[config.mk]
export PLATFORM = sky130hd
export DESIGN_NAME = rsf_top
export DESIGN_NICKNAME = d
export VERILOG_FILES = /design/src/rsf_pkg.sv /design/src/rsf_top.sv
export SDC_FILE = /design/constraint.sdc
export NUM_CORES = 1
export LEC_CHECK = 0
export BUFFER_PORTS_ARGS = -buffer_cell sky130_fd_sc_hd__buf_2
export CAP_MARGIN = 20
export CELL_PAD_IN_SITES_DETAIL_PLACEMENT = 1
export CELL_PAD_IN_SITES_GLOBAL_PLACEMENT = 1
export CORE_UTILIZATION = 37
export DETAILED_ROUTE_END_ITERATION = 7
export PLACE_DENSITY_LB_ADDON = 0.3
export SLEW_MARGIN = 20
export SYNTH_ARGS = -nofsm -noshare
export SYNTH_HDL_FRONTEND = slang
export SYNTH_SLANG_ARGS = --single-unit
[constraint.sdc]
create_clock -name CLK -period 5.1 [get_ports CLK]
set_clock_uncertainty 0.1 [all_clocks]
set_input_delay 0.51 -clock CLK [delete_from_list [all_inputs] [get_ports CLK]]
set_output_delay 0.51 -clock CLK [all_outputs]
set_load 0.02 [all_outputs]
[src/rsf_pkg.sv]
// Purpose: Shared constants for the ramp status flag bank.
// Assumes: Register indices are word indices; byte address is four times the index.
// Notes:   Field positions refer to the 16 implemented status bits.
package rsf_pkg;
  // Register word indices
  localparam logic [7:0] IDX_STATUS     = 8'h2b;  // Motion ramp status
  localparam logic [7:0] IDX_IRQ_PEND   = 8'h30;  // Interrupt pending, read only
  localparam logic [7:0] IDX_IRQ_CLR    = 8'h31;  // Interrupt clear, write only
  localparam logic [7:0] IDX_IRQ_EN     = 8'h32;  // Interrupt enable
  localparam logic [7:0] IDX_WAIT_TIME  = 8'h33;  // Post halt wait time, in clocks
  localparam logic [7:0] IDX_CONTROL    = 8'h34;  // Control bits

  // Status field positions
  localparam int B_VIRT_R    = 15;
  localparam int B_VIRT_L    = 14;
  localparam int B_STALL     = 13;
  localparam int B_SECOND    = 12;
  localparam int B_WAIT      = 11;
  localparam int B_VZERO     = 10;
  localparam int B_POS_MATCH = 9;
  localparam int B_VEL_MATCH = 8;
  localparam int B_EV_POS    = 7;
  localparam int B_EV_SG     = 6;
  localparam int B_EV_STOP_R = 5;
  localparam int B_EV_STOP_L = 4;
  localparam int B_LATCH_R   = 3;
  localparam int B_LATCH_L   = 2;
  localparam int B_REF_R     = 1;
  localparam int B_REF_L     = 0;

  // Control field positions
  localparam int C_HALT_STALL = 0;

  // Bit groups of the status word
  localparam logic [15:0] LIVE_MASK   = 16'hef03;  // Levels sampled every cycle
  localparam logic [15:0] STICKY_MASK = 16'h10fc;  // Held until cleared
  localparam logic [15:0] W1C_MASK    = 16'h10cc;  // Software clearable

  // Reset values
  localparam logic [15:0] STATUS_RST  = 16'hc000;
  localparam logic [15:0] IRQ_EN_RST  = 16'h0000;
  localparam logic [15:0] WAIT_RST    = 16'h0000;
  localparam logic [31:0] CONTROL_RST = 32'h0000_0000;

  // Bus answers
  localparam logic [1:0] RESP_OKAY   = 2'b00;
  localparam logic [1:0] RESP_SLVERR = 2'b10;
endpackage : rsf_pkg

[src/rsf_top.sv]
// Purpose: Ramp status flag bank with AXI4-Lite access and one interrupt line.
// Assumes: All motion inputs come from logic on CLK; no synchronisers needed.
// Notes:   Live bits show the input level one clock late.
//
// Chosen here: the AXI4-Lite interface to the registers.
`timescale 1ns/1ps
module rsf_top
  import rsf_pkg::*;
#(
  parameter int ADDR_W = 12,  // AXI address width
  parameter int POS_W  = 32,  // Position width
  parameter int VEL_W  = 32,  // Velocity width
  parameter int WAIT_W = 16   // Wait counter width
) (
  // Clock and reset
  input  wire logic              CLK,
  input  wire logic              RESET,
  input  wire logic              CE,
  // AXI4-Lite write address
  input  wire logic [ADDR_W-1:0] S_AXI_AWADDR,
  input  wire logic              S_AXI_AWVALID,
  output logic                   S_AXI_AWREADY,
  // AXI4-Lite write data
  input  wire logic [31:0]       S_AXI_WDATA,
  input  wire logic [3:0]        S_AXI_WSTRB,
  input  wire logic              S_AXI_WVALID,
  output logic                   S_AXI_WREADY,
  // AXI4-Lite write response
  output logic [1:0]             S_AXI_BRESP,
  output logic                   S_AXI_BVALID,
  input  wire logic              S_AXI_BREADY,
  // AXI4-Lite read address
  input  wire logic [ADDR_W-1:0] S_AXI_ARADDR,
  input  wire logic              S_AXI_ARVALID,
  output logic                   S_AXI_ARREADY,
  // AXI4-Lite read data
  output logic [31:0]            S_AXI_RDATA,
  output logic [1:0]             S_AXI_RRESP,
  output logic                   S_AXI_RVALID,
  input  wire logic              S_AXI_RREADY,
  // Ramp generator state
  input  wire logic [POS_W-1:0]  CURRENT_POSITION,
  input  wire logic [POS_W-1:0]  GOAL_POSITION,
  input  wire logic [VEL_W-1:0]  CURRENT_VELOCITY,
  input  wire logic [VEL_W-1:0]  PEAK_VELOCITY_SETTING,
  input  wire logic              REVERSE_MOVE,
  input  wire logic              HOLD_MODE,
  input  wire logic              MOVE_LEFT_CMD,
  input  wire logic              MOVE_RIGHT_CMD,
  // Limit, switch and stall sources
  input  wire logic              VIRT_STOP_R,
  input  wire logic              VIRT_STOP_L,
  input  wire logic              STOP_R_ACTIVE,
  input  wire logic              STOP_L_ACTIVE,
  input  wire logic              REF_R,
  input  wire logic              REF_L,
  input  wire logic              LATCH_R_DONE,
  input  wire logic              LATCH_L_DONE,
  input  wire logic              LOAD_STALL_LIVE,
  // Outputs to the motion logic
  output logic                   STEP_INHIBIT,
  output logic                   HALT_ON_LOAD_STALL,
  output logic                   IRQ
);

  // Word index of a byte address
  function automatic logic [7:0] word_idx(input logic [ADDR_W-1:0] a);
    word_idx = a[9:2];
  endfunction

  // Byte strobes widened to a bit mask
  function automatic logic [31:0] strb_mask(input logic [3:0] s);
    strb_mask = {{8{s[3]}}, {8{s[2]}}, {8{s[1]}}, {8{s[0]}}};
  endfunction

  // Bus state
  logic              awready_q;   // Address slot free
  logic              wready_q;    // Data slot free
  logic              aw_held_q;   // Address captured
  logic              w_held_q;    // Data captured
  logic [ADDR_W-1:0] awaddr_q;    // Captured write address
  logic [31:0]       wdata_q;     // Captured data, strobes applied
  logic              bvalid_q;    // Write answer pending
  logic [1:0]        bresp_q;     // Write answer code
  logic              arready_q;   // Read slot free
  logic              rvalid_q;    // Read answer pending
  logic [31:0]       rdata_q;     // Read answer data
  logic [1:0]        rresp_q;     // Read answer code
  // Register state
  logic [15:0]       stat_q;      // Status word
  logic [15:0]       stat_d;
  logic [15:0]       irq_pend_q;  // Interrupt pending
  logic [15:0]       irq_pend_d;
  logic [15:0]       irq_en_q;    // Interrupt enable
  logic [WAIT_W-1:0] wait_time_q; // Wait length in clocks
  logic [WAIT_W-1:0] wait_cnt_q;  // Remaining wait
  logic              wait_act_q;  // Wait running
  logic              halt_sg_q;   // Stall halt enable
  logic              irq_q;       // Interrupt line
  // Decoded strobes
  logic              do_wr;       // One cycle write commit
  logic [7:0]        wr_idx;
  logic [15:0]       set_vec;     // Hardware set events
  logic [15:0]       hclr_vec;    // Hardware clears
  logic [15:0]       swclr_vec;   // Software clears
  logic [15:0]       live_vec;    // Live levels
  logic              vzero_now;
  logic              wr_known;

  // Commit once both halves are held and no answer is pending
  assign do_wr  = aw_held_q && w_held_q && !bvalid_q;
  assign wr_idx = word_idx(awaddr_q);
  assign wr_known = (wr_idx == IDX_STATUS) || (wr_idx == IDX_IRQ_CLR) ||
                    (wr_idx == IDX_IRQ_EN) || (wr_idx == IDX_WAIT_TIME) ||
                    (wr_idx == IDX_CONTROL) || (wr_idx == IDX_IRQ_PEND);

  // Write channels, address and data taken in either order
  always_ff @(posedge CLK or posedge RESET) begin
    if (RESET) begin
      awready_q <= 1'b1;
      wready_q  <= 1'b1;
      aw_held_q <= 1'b0;
      w_held_q  <= 1'b0;
      awaddr_q  <= '0;
      wdata_q   <= '0;
      bvalid_q  <= 1'b0;
      bresp_q   <= RESP_OKAY;
    end else if (CE) begin
      // Capture address
      if (S_AXI_AWVALID && awready_q) begin
        awaddr_q  <= S_AXI_AWADDR;
        aw_held_q <= 1'b1;
        awready_q <= 1'b0;
      end
      // Capture data; masked lanes count as zero, so they clear no flag but zero their enable, wait or control bits
      if (S_AXI_WVALID && wready_q) begin
        wdata_q  <= S_AXI_WDATA & strb_mask(S_AXI_WSTRB);
        w_held_q <= 1'b1;
        wready_q <= 1'b0;
      end
      // Commit and answer
      if (do_wr) begin
        aw_held_q <= 1'b0;
        w_held_q  <= 1'b0;
        bvalid_q  <= 1'b1;
        bresp_q   <= wr_known ? RESP_OKAY : RESP_SLVERR;
      end
      // Answer taken, reopen both slots
      if (bvalid_q && S_AXI_BREADY) begin
        bvalid_q  <= 1'b0;
        awready_q <= 1'b1;
        wready_q  <= 1'b1;
      end
    end
  end

  // Read channel, answer one clock after the address
  always_ff @(posedge CLK or posedge RESET) begin
    if (RESET) begin
      arready_q <= 1'b1;
      rvalid_q  <= 1'b0;
      rdata_q   <= '0;
      rresp_q   <= RESP_OKAY;
    end else if (CE) begin
      if (S_AXI_ARVALID && arready_q) begin
        arready_q <= 1'b0;
        rvalid_q  <= 1'b1;
        rresp_q   <= RESP_OKAY;
        case (word_idx(S_AXI_ARADDR))
          IDX_STATUS:    rdata_q <= {16'h0000, stat_q};
          IDX_IRQ_PEND:  rdata_q <= {16'h0000, irq_pend_q};
          IDX_IRQ_EN:    rdata_q <= {16'h0000, irq_en_q};
          IDX_WAIT_TIME: rdata_q <= {{(32-WAIT_W){1'b0}}, wait_time_q};
          IDX_CONTROL:   rdata_q <= {31'h0000_0000, halt_sg_q};
          IDX_IRQ_CLR:   rdata_q <= 32'h0000_0000;
          default: begin
            // Unmapped word
            rdata_q <= 32'h0000_0000;
            rresp_q <= RESP_SLVERR;
          end
        endcase
      end
      if (rvalid_q && S_AXI_RREADY) begin
        rvalid_q  <= 1'b0;
        arready_q <= 1'b1;
      end
    end
  end

  // Configuration registers
  always_ff @(posedge CLK or posedge RESET) begin
    if (RESET) begin
      irq_en_q    <= IRQ_EN_RST;
      wait_time_q <= WAIT_RST[WAIT_W-1:0];
      halt_sg_q   <= CONTROL_RST[C_HALT_STALL];
    end else if (CE && do_wr) begin
      if (wr_idx == IDX_IRQ_EN)    irq_en_q    <= wdata_q[15:0] & STICKY_MASK;
      if (wr_idx == IDX_WAIT_TIME) wait_time_q <= wdata_q[WAIT_W-1:0];
      if (wr_idx == IDX_CONTROL)   halt_sg_q   <= wdata_q[C_HALT_STALL];
    end
  end

  // Post halt wait starts when velocity reaches zero
  assign vzero_now = (CURRENT_VELOCITY == '0);
  always_ff @(posedge CLK or posedge RESET) begin
    if (RESET) begin
      wait_cnt_q <= '0;
      wait_act_q <= 1'b0;
    end else if (CE) begin
      if (vzero_now && !stat_q[B_VZERO] && (wait_time_q != '0)) begin
        wait_cnt_q <= wait_time_q;
        wait_act_q <= 1'b1;
      end else if (wait_cnt_q > 1) begin
        wait_cnt_q <= wait_cnt_q - 1'b1;
      end else begin
        wait_cnt_q <= '0;
        wait_act_q <= 1'b0;
      end
    end
  end

  // Event, clear and level vectors in status layout
  always_comb begin
    set_vec = '0;
    set_vec[B_SECOND]    = REVERSE_MOVE;
    set_vec[B_EV_POS]    = (CURRENT_POSITION == GOAL_POSITION) && !stat_q[B_POS_MATCH];
    set_vec[B_EV_SG]     = LOAD_STALL_LIVE && halt_sg_q;
    set_vec[B_EV_STOP_R] = STOP_R_ACTIVE;
    set_vec[B_EV_STOP_L] = STOP_L_ACTIVE;
    set_vec[B_LATCH_R]   = LATCH_R_DONE;
    set_vec[B_LATCH_L]   = LATCH_L_DONE;
    hclr_vec = '0;
    hclr_vec[B_EV_STOP_R] = HOLD_MODE || MOVE_LEFT_CMD;
    hclr_vec[B_EV_STOP_L] = HOLD_MODE || MOVE_RIGHT_CMD;
    // Only ones in clearable positions act; all else ignored
    swclr_vec = (do_wr && wr_idx == IDX_STATUS) ? (wdata_q[15:0] & W1C_MASK) : 16'h0000;
    live_vec = '0;
    live_vec[B_VIRT_R]    = VIRT_STOP_R;
    live_vec[B_VIRT_L]    = VIRT_STOP_L;
    live_vec[B_STALL]     = LOAD_STALL_LIVE;
    live_vec[B_WAIT]      = wait_act_q;
    live_vec[B_VZERO]     = vzero_now;
    live_vec[B_POS_MATCH] = (CURRENT_POSITION == GOAL_POSITION);
    live_vec[B_VEL_MATCH] = (CURRENT_VELOCITY == PEAK_VELOCITY_SETTING);
    live_vec[B_REF_R]     = REF_R;
    live_vec[B_REF_L]     = REF_L;
    // A set in the clearing cycle wins
    stat_d = (live_vec & LIVE_MASK) |
             (((stat_q & ~swclr_vec & ~hclr_vec) | set_vec) & STICKY_MASK);
    irq_pend_d = (irq_pend_q & ~((do_wr && wr_idx == IDX_IRQ_CLR) ?
                  wdata_q[15:0] : 16'h0000)) | (set_vec & STICKY_MASK);
  end

  // Status and interrupt state
  always_ff @(posedge CLK or posedge RESET) begin
    if (RESET) begin
      stat_q     <= STATUS_RST;
      irq_pend_q <= '0;
      irq_q      <= 1'b0;
    end else if (CE) begin
      stat_q     <= stat_d;
      irq_pend_q <= irq_pend_d;
      irq_q      <= |(irq_pend_d & irq_en_q);
    end
  end

  // Outputs straight from flops
  assign S_AXI_AWREADY      = awready_q;
  assign S_AXI_WREADY       = wready_q;
  assign S_AXI_BVALID       = bvalid_q;
  assign S_AXI_BRESP        = bresp_q;
  assign S_AXI_ARREADY      = arready_q;
  assign S_AXI_RVALID       = rvalid_q;
  assign S_AXI_RDATA        = rdata_q;
  assign S_AXI_RRESP        = rresp_q;
  assign STEP_INHIBIT       = wait_act_q;
  assign HALT_ON_LOAD_STALL = halt_sg_q;
  assign IRQ                = irq_q;

  // Checks
  virt_right_a: assert property (@(posedge CLK) disable iff (RESET)
    CE |=> stat_q[B_VIRT_R] == $past(VIRT_STOP_R)) else $error("right limit bit wrong");
  virt_left_a: assert property (@(posedge CLK) disable iff (RESET)
    CE |=> stat_q[B_VIRT_L] == $past(VIRT_STOP_L)) else $error("left limit bit wrong");
  stall_live_a: assert property (@(posedge CLK) disable iff (RESET)
    CE ##1 CE |=> stat_q[B_STALL] == $past(LOAD_STALL_LIVE)) else $error("stall bit wrong");
  second_move_a: assert property (@(posedge CLK) disable iff (RESET)
    CE && REVERSE_MOVE |=> stat_q[B_SECOND]) else $error("reversal not latched");
  wait_start_a: assert property (@(posedge CLK) disable iff (RESET)
    CE && vzero_now && !stat_q[B_VZERO] && wait_time_q != '0 |=> ##1 stat_q[B_WAIT] || !$past(CE))
    else $error("wait bit not raised");
  wait_inhibit_a: assert property (@(posedge CLK) disable iff (RESET)
    CE && vzero_now && !stat_q[B_VZERO] && wait_time_q != '0 |=> STEP_INHIBIT)
    else $error("steps allowed during wait");
  vzero_bit_a: assert property (@(posedge CLK) disable iff (RESET)
    CE |=> stat_q[B_VZERO] == $past(CURRENT_VELOCITY == '0)) else $error("vzero bit wrong");
  pos_match_a: assert property (@(posedge CLK) disable iff (RESET)
    CE |=> stat_q[B_POS_MATCH] == $past(CURRENT_POSITION == GOAL_POSITION))
    else $error("position match wrong");
  vel_match_a: assert property (@(posedge CLK) disable iff (RESET)
    CE |=> stat_q[B_VEL_MATCH] == $past(CURRENT_VELOCITY == PEAK_VELOCITY_SETTING))
    else $error("velocity match wrong");
  pos_event_a: assert property (@(posedge CLK) disable iff (RESET)
    CE && set_vec[B_EV_POS] |=> stat_q[B_EV_POS]) else $error("goal event lost");
  stop_clear_a: assert property (@(posedge CLK) disable iff (RESET)
    CE && HOLD_MODE && !STOP_R_ACTIVE |=> !stat_q[B_EV_STOP_R]) else $error("stop not cleared");
  latch_hold_a: assert property (@(posedge CLK) disable iff (RESET)
    CE && stat_q[B_LATCH_R] && !swclr_vec[B_LATCH_R] |=> stat_q[B_LATCH_R])
    else $error("capture flag dropped");
  upper_zero_a: assert property (@(posedge CLK) disable iff (RESET)
    CE && S_AXI_ARVALID && arready_q && word_idx(S_AXI_ARADDR) == IDX_STATUS
    |=> rdata_q[31:16] == 16'h0000) else $error("upper status bits set");
  w1c_keep_a: assert property (@(posedge CLK) disable iff (RESET)
    CE && stat_q[B_EV_POS] && !(do_wr && wr_idx == IDX_STATUS && wdata_q[B_EV_POS])
    |=> stat_q[B_EV_POS]) else $error("flag lost without clear");
  cover_write_c: cover property (@(posedge CLK) disable iff (RESET) do_wr && wr_idx == IDX_STATUS);
  cover_irq_c:   cover property (@(posedge CLK) disable iff (RESET) $rose(irq_q));
  cover_wait_c:  cover property (@(posedge CLK) disable iff (RESET) $fell(wait_act_q));
  cover_read_c:  cover property (@(posedge CLK) disable iff (RESET) rvalid_q && S_AXI_RREADY);

endmodule // rsf_top

==> Word level (Yosys, flattened, before mapping) <==
Index checks and enable logic that the tools add are counted.
{ "word_totals": {"reg_bits": 143, "mem_count": 0, "mem_bits_rw": 0, "latch_bits": 0, "wordCells": 119, "romBits": 0} }
{ "classes": {"addsub": 1, "n_eq_ne": 15, "mul": 0, "reduce_logical": 48, "bitwise_logic": 11, "div_mod_pow": 0, "shifts": 0, "n_lt_le_gt_ge": 1, "mux": 23} }
{ "op_table": {"columns": ["operator", "count"], "rows": [
  ["8-bit by 6-bit equality test with 1-bit output, second input constant", 12],
  ["16-bit case mux with 5 select lines", 1],
  ["32-bit equality test", 2],
  ["16-bit two-way mux", 3],
  ["16-bit bitwise AND", 2],
  ["32-bit zero test", 1],
  ["16-bit by 13-bit OR with 16-bit output", 2],
  ["2-bit AND reduction", 14],
  ["13-bit bitwise AND", 2],
  ["16-bit by 13-bit bitwise AND with 16-bit output", 1],
  ["16-bit by 1-bit > comparator with 1-bit output, second input constant", 1],
  ["1-bit two-way mux", 16],
  ["16-bit NOT", 1],
  ["16-bit nonzero test", 1],
  ["16-bit OR reduction", 1],
  ["16-bit by 1-bit subtractor with 16-bit output, second input constant", 1],
  ["1-bit logical AND", 14],
  ["13-bit two-way mux", 1],
  ["13-bit NOT", 1],
  ["6-bit NOT with 13-bit output", 1],
  ["13-bit OR", 1],
  ["2-bit nonzero test", 6],
  ["1-bit logical OR", 7],
  ["6-bit OR reduction", 1],
  ["other kinds (3)", 6]
]} }

==> Depth between registers and ports, before layout <==
{ "depth": {"ltp_word": 9, "depth_mapped": 9} }

==> Worst setup path before layout <==
No wires, ideal clock.
{ "synth_path": {"path_type": "input to register", "start": "input S_AXI_ARADDR[9]", "end": "register rdata_q[2], in the netlist S_AXI_RDATA[2]", "t_arrival_ps": 2020, "stages": 7, "path_slack_ps": 2916, "path_buffers": 1, "setup_time_ps": 64, "required_ps": 4936, "path_cell_list": "or3b_4 or3_4 nor3_4 buf_6 a22oi_1 a21oi_1 a21o_1"} }
{ "synth_via": {"elab_chain_cells": 2, "elab_cells_between_ends": 6} }
{ "synth_rtl": {"columns": ["element", "line", "rtl"], "rows": [
  ["start, declared", "rsf_top.sv:33", "input wire logic [ADDR_W-1:0] S_AXI_ARADDR,"],
  ["8-bit by 6-bit equality test with 1-bit output", "rsf_top.sv:169", "case (word_idx(S_AXI_ARADDR))"],
  ["16-bit case mux with 5 select lines *", "rsf_top.sv:169", null],
  ["end signal, assigned", "rsf_top.sv:170", "IDX_STATUS: rdata_q <= {16'h0000, stat_q};"],
  ["end signal, assigned", "rsf_top.sv:171", "IDX_IRQ_PEND: rdata_q <= {16'h0000, irq_pend_q};"],
  ["end signal, assigned", "rsf_top.sv:172", "IDX_IRQ_EN: rdata_q <= {16'h0000, irq_en_q};"],
  ["end, declared", "rsf_top.sv:87", "logic [31:0] rdata_q;"]
]} }
Every way passes the cells marked *; elsewhere a longest branch is shown, timed or not.
A chain may end at the register's enable or synchronous reset.

==> results.md <==
* Asr flop ratio synth at 100.0%
* Hold Fails Final Rpt at 0
* Area fraction of the dominant cell type after synthesis at 43.59%
* Antenna-violating nets left at 0
* Yosys warns at 0
* Psw at approximately 0.87 mW
* Drt wl/cell at approximately 19 um
* Share of layout cells above drive strength 1 at about 34%
* DP Worst Slack at 1.798 ns
* Buffers on Ports at 208
* Via count at 6062
* Leak pwr at 4.055 nW
* Crit end category: flip-flop
* First-pass GRT wire length at roughly 33 mm
* RSZ-0062 raised after global routing: no
* Initial DRC Count at 326
* DRT Pass-1 Iters at 5
* Slew Limit Fails at 0
* Largest net degree at the start of global routing at between 70 and 80
* Nets at 1073
* Predominant post-synthesis flop cell: dfrtp_1
* R2R Path Start: awaddr_q[9]
* Longest Clk Path Bufs at 2
* CTS Buf Count at 17
* Seq pwr share at 41.8%
* Comb power frac at roughly 17%
* Synth top area cells: dfrtp_1, nand2_1, xnor2_1
* Layout Cells excl Fill at 1104
* Path depth of the worst reg2reg path at 5
* Slowest cell delay on critical path at between 0.7 and 0.8 ns
* Post-DP HPWL at 15.66 mm
* Overall power at 3.130 mW
* Hold Path Class: in -> async
* Fin Setup TNS at 0 ns
* Outcome: completed
* Ratio of final minimum period to clock period at between 50% and 60%
* Crit path arrival time at 3.04 ns
* Crit path cell chain: buf_2 > inv_1 > nor2_2 > nand2_1 > nor4_2 > nand2_1 > a22o_1
* PwrDens at 363.8 nW/um^2
* Reg2reg setup slack at 2.49 ns
* Initial Utilization at 37.71%
* Core ar. at 17960 sq um
* Worst Path Buf+Inv at 2
* CTS tree: done
* Die height at 137.3 um
* Post-synth top area cell: dfrtp_1
* Crit Reg-Reg Endpoint: irq_pend_q[5]
* Synthesized cell area at 6774 sq um
* Clock power share at 41.7%
* Peak Freq at around 350 MHz
* GRT Resource Usage Total at 23.08%
* # fillers at 2090
* Total clock sinks at 123
* Post-synth EDFFs at 0
* FF+latch count, synth at 123
* Final setup margin at around 2.3 ns
* Max-Cap Viols at 0
* Final setup fails at 0
* H-tree depth at 4
* Sequential element share of the synthesized area at between 40% and 50%
* Most used cell, CP: nand2_1
* Post-CTS setup buffer count at 0
* GP Congestion at 0.8173
* Die X at 137.3 um
* Tmin final at 2.830 ns
* Cts hold-fix bufs at 0
* Most common cell after layout, fill and taps aside: buf_2
* Cell variety after synth at 67
* Die area at about 19000 sq um
* Post-Place Cells at 1072
* Post-CTS resize count at 0
* Max FO, Critical Path at 23
* Multi-input combinational cell area at 3470 sq um
* Critical Path RT at 5.31 ns
* CP delay by family, top: simple AND/OR/NAND/NOR gates
* Placed Area at 7954 sq um
* Row count at 49
* Initial antenna violation count at 1
* Most frequent cells in the layout: buf_2, dfrtp_1, nand2_1, o21ai_0, xnor2_1
* Worst-Margin Slew at 1.048 ns
* Syn Area/Cell at 10.33 sq um
* Crit path launch type: primary input
* Clock root cell: clkbuf_16
* Seq. cell area at 3084 sq um
* Final instance area at 8602 sq um
* Clock latency on the worst-skew pair at 0.42 ns
* Slew HR at 29.65%
* Vias in the first global route at 6240
* Crit Path Class: in -> reg
* CTS clk-pin slew, worst paths at 0.05 ns
* Crit-path slowest cell: nor4_2
* Diode count at 0
* Post-route DRC violation count at 0
* # IOs at 253
* Worst-case vdd ir drop at 262.5 uV
* Internal power at 2.257 mW
* Synthesized instance count at roughly 660
* Total wire length at 20.81 mm
* Gr ovfl total at 0
* Synth-to-Final Area Change at 26.99%
* Routed vias/inst at 5.491
* Switch share at 27.88%
-- metal layers --
layer	vias to the layer above	GRT usage, %	share of wire [%]
met5	-	0	0
met4	0	5.617	1.1
met3	21	4.967	7.7
met2	249	40.66	50
met1	3002	28.58	42
li1	2790	-	-
-- logic make-up (layout without fill, tap and decap cells) --
kind of cell / after synthesis / in the layout / share of synthesized area [%]
flops: 123 / 123 / 45.53
mux: 42 / 42 / 6.926
simple gates: 207 / 207 / 17.12
other cells: 1 / 18 / 0.05536
compound gates: 163 / 163 / 17.36
buf+inv: 54 / 256 / 4.359
fa+ha+maj: 2 / 2 / 0.3694
xor+xnor: 64 / 64 / 8.275
-- per-stage QoR --
step,hold WS (ns),util [%]
after global routing,0.1825,47.89
final,0.1257,47.89
after global placement,0.3579,44.28
after floorplan,0.3441,-
after detailed placement,0.3655,44.28
after CTS,0.2000,47.84
-- cells in the mapped netlist (6+ instances only) --
cell type,count
nand2_1,90
nand4_1,9
nor4_1,23
nor4_2,6
mux2_2,22
xnor2_1,33
dfrtp_1,118
a22oi_1,20
nand3_1,13
nor2b_1,7
inv_1,12
nor2_1,17
clkbuf_1,13
a22o_1,26
o21ai_1,11
a21oi_1,13
a21boi_0,9
a21o_1,9
o2bb2ai_1,7
mux2_1,17
nor3_1,8
buf_4,19
xor2_1,31
o21ai_0,38
-- worst max path at each step --
stage          startpoint            endpoint  slack [ns]  cells past startpoint
3_5_place_dp           CE           stat_q[2]        1.80                      7
6_report               CE          stat_q[12]        2.27                      7
2_1_floorplan       RESET  HALT_ON_LOAD_STALL        1.23                      1
3_3_place_gp           CE           stat_q[2]        1.92                      7
5_1_grt                CE          stat_q[12]        2.04                      7
4_1_cts                CE          stat_q[12]        2.24                      7
-- power by group through the flow --
stage / Clock [mW] / Combinational [mW] / Sequential (mW)
6_report: 1.30 / 0.518 / 1.31
5_1_grt: 1.36 / 0.585 / 1.33
4_1_cts: 1.32 / 0.526 / 1.31
3_5_place_dp: 0 / 0.524 / 1.32
3_3_place_gp: 0 / 0.503 / 1.31
2_1_floorplan: 0 / 0.344 / 1.27
-- registers in the layout, summed over array words and instances, names as in the netlist, 7 cells and up --
signal       cells
S_AXI_RDATA     16
awaddr_q         8
irq_en_q         7
irq_pend_q      16
stat_q          16
wait_cnt_q      16
wait_time_q     16
wdata_q         16
-- final cells by class --
type                       count  area share, %
multi-input combinational    496          40.33
sequential                   123          35.85
timing repair buffer         212          12.45
clock buffer                  25          5.876
tap                          229          3.331
clock inverter                 7          1.571
inverter                      12         0.5818
-- worst register-to-register path: stages (launching register included) --
cell and delay (ns):
dfrtp_1 0.37, or3b_4 0.43, nor4_1 0.60, and2_1 0.66, nand2_1 0.13, a22o_1 0.20
Note: power is estimated with default switching activity, not from simulation.
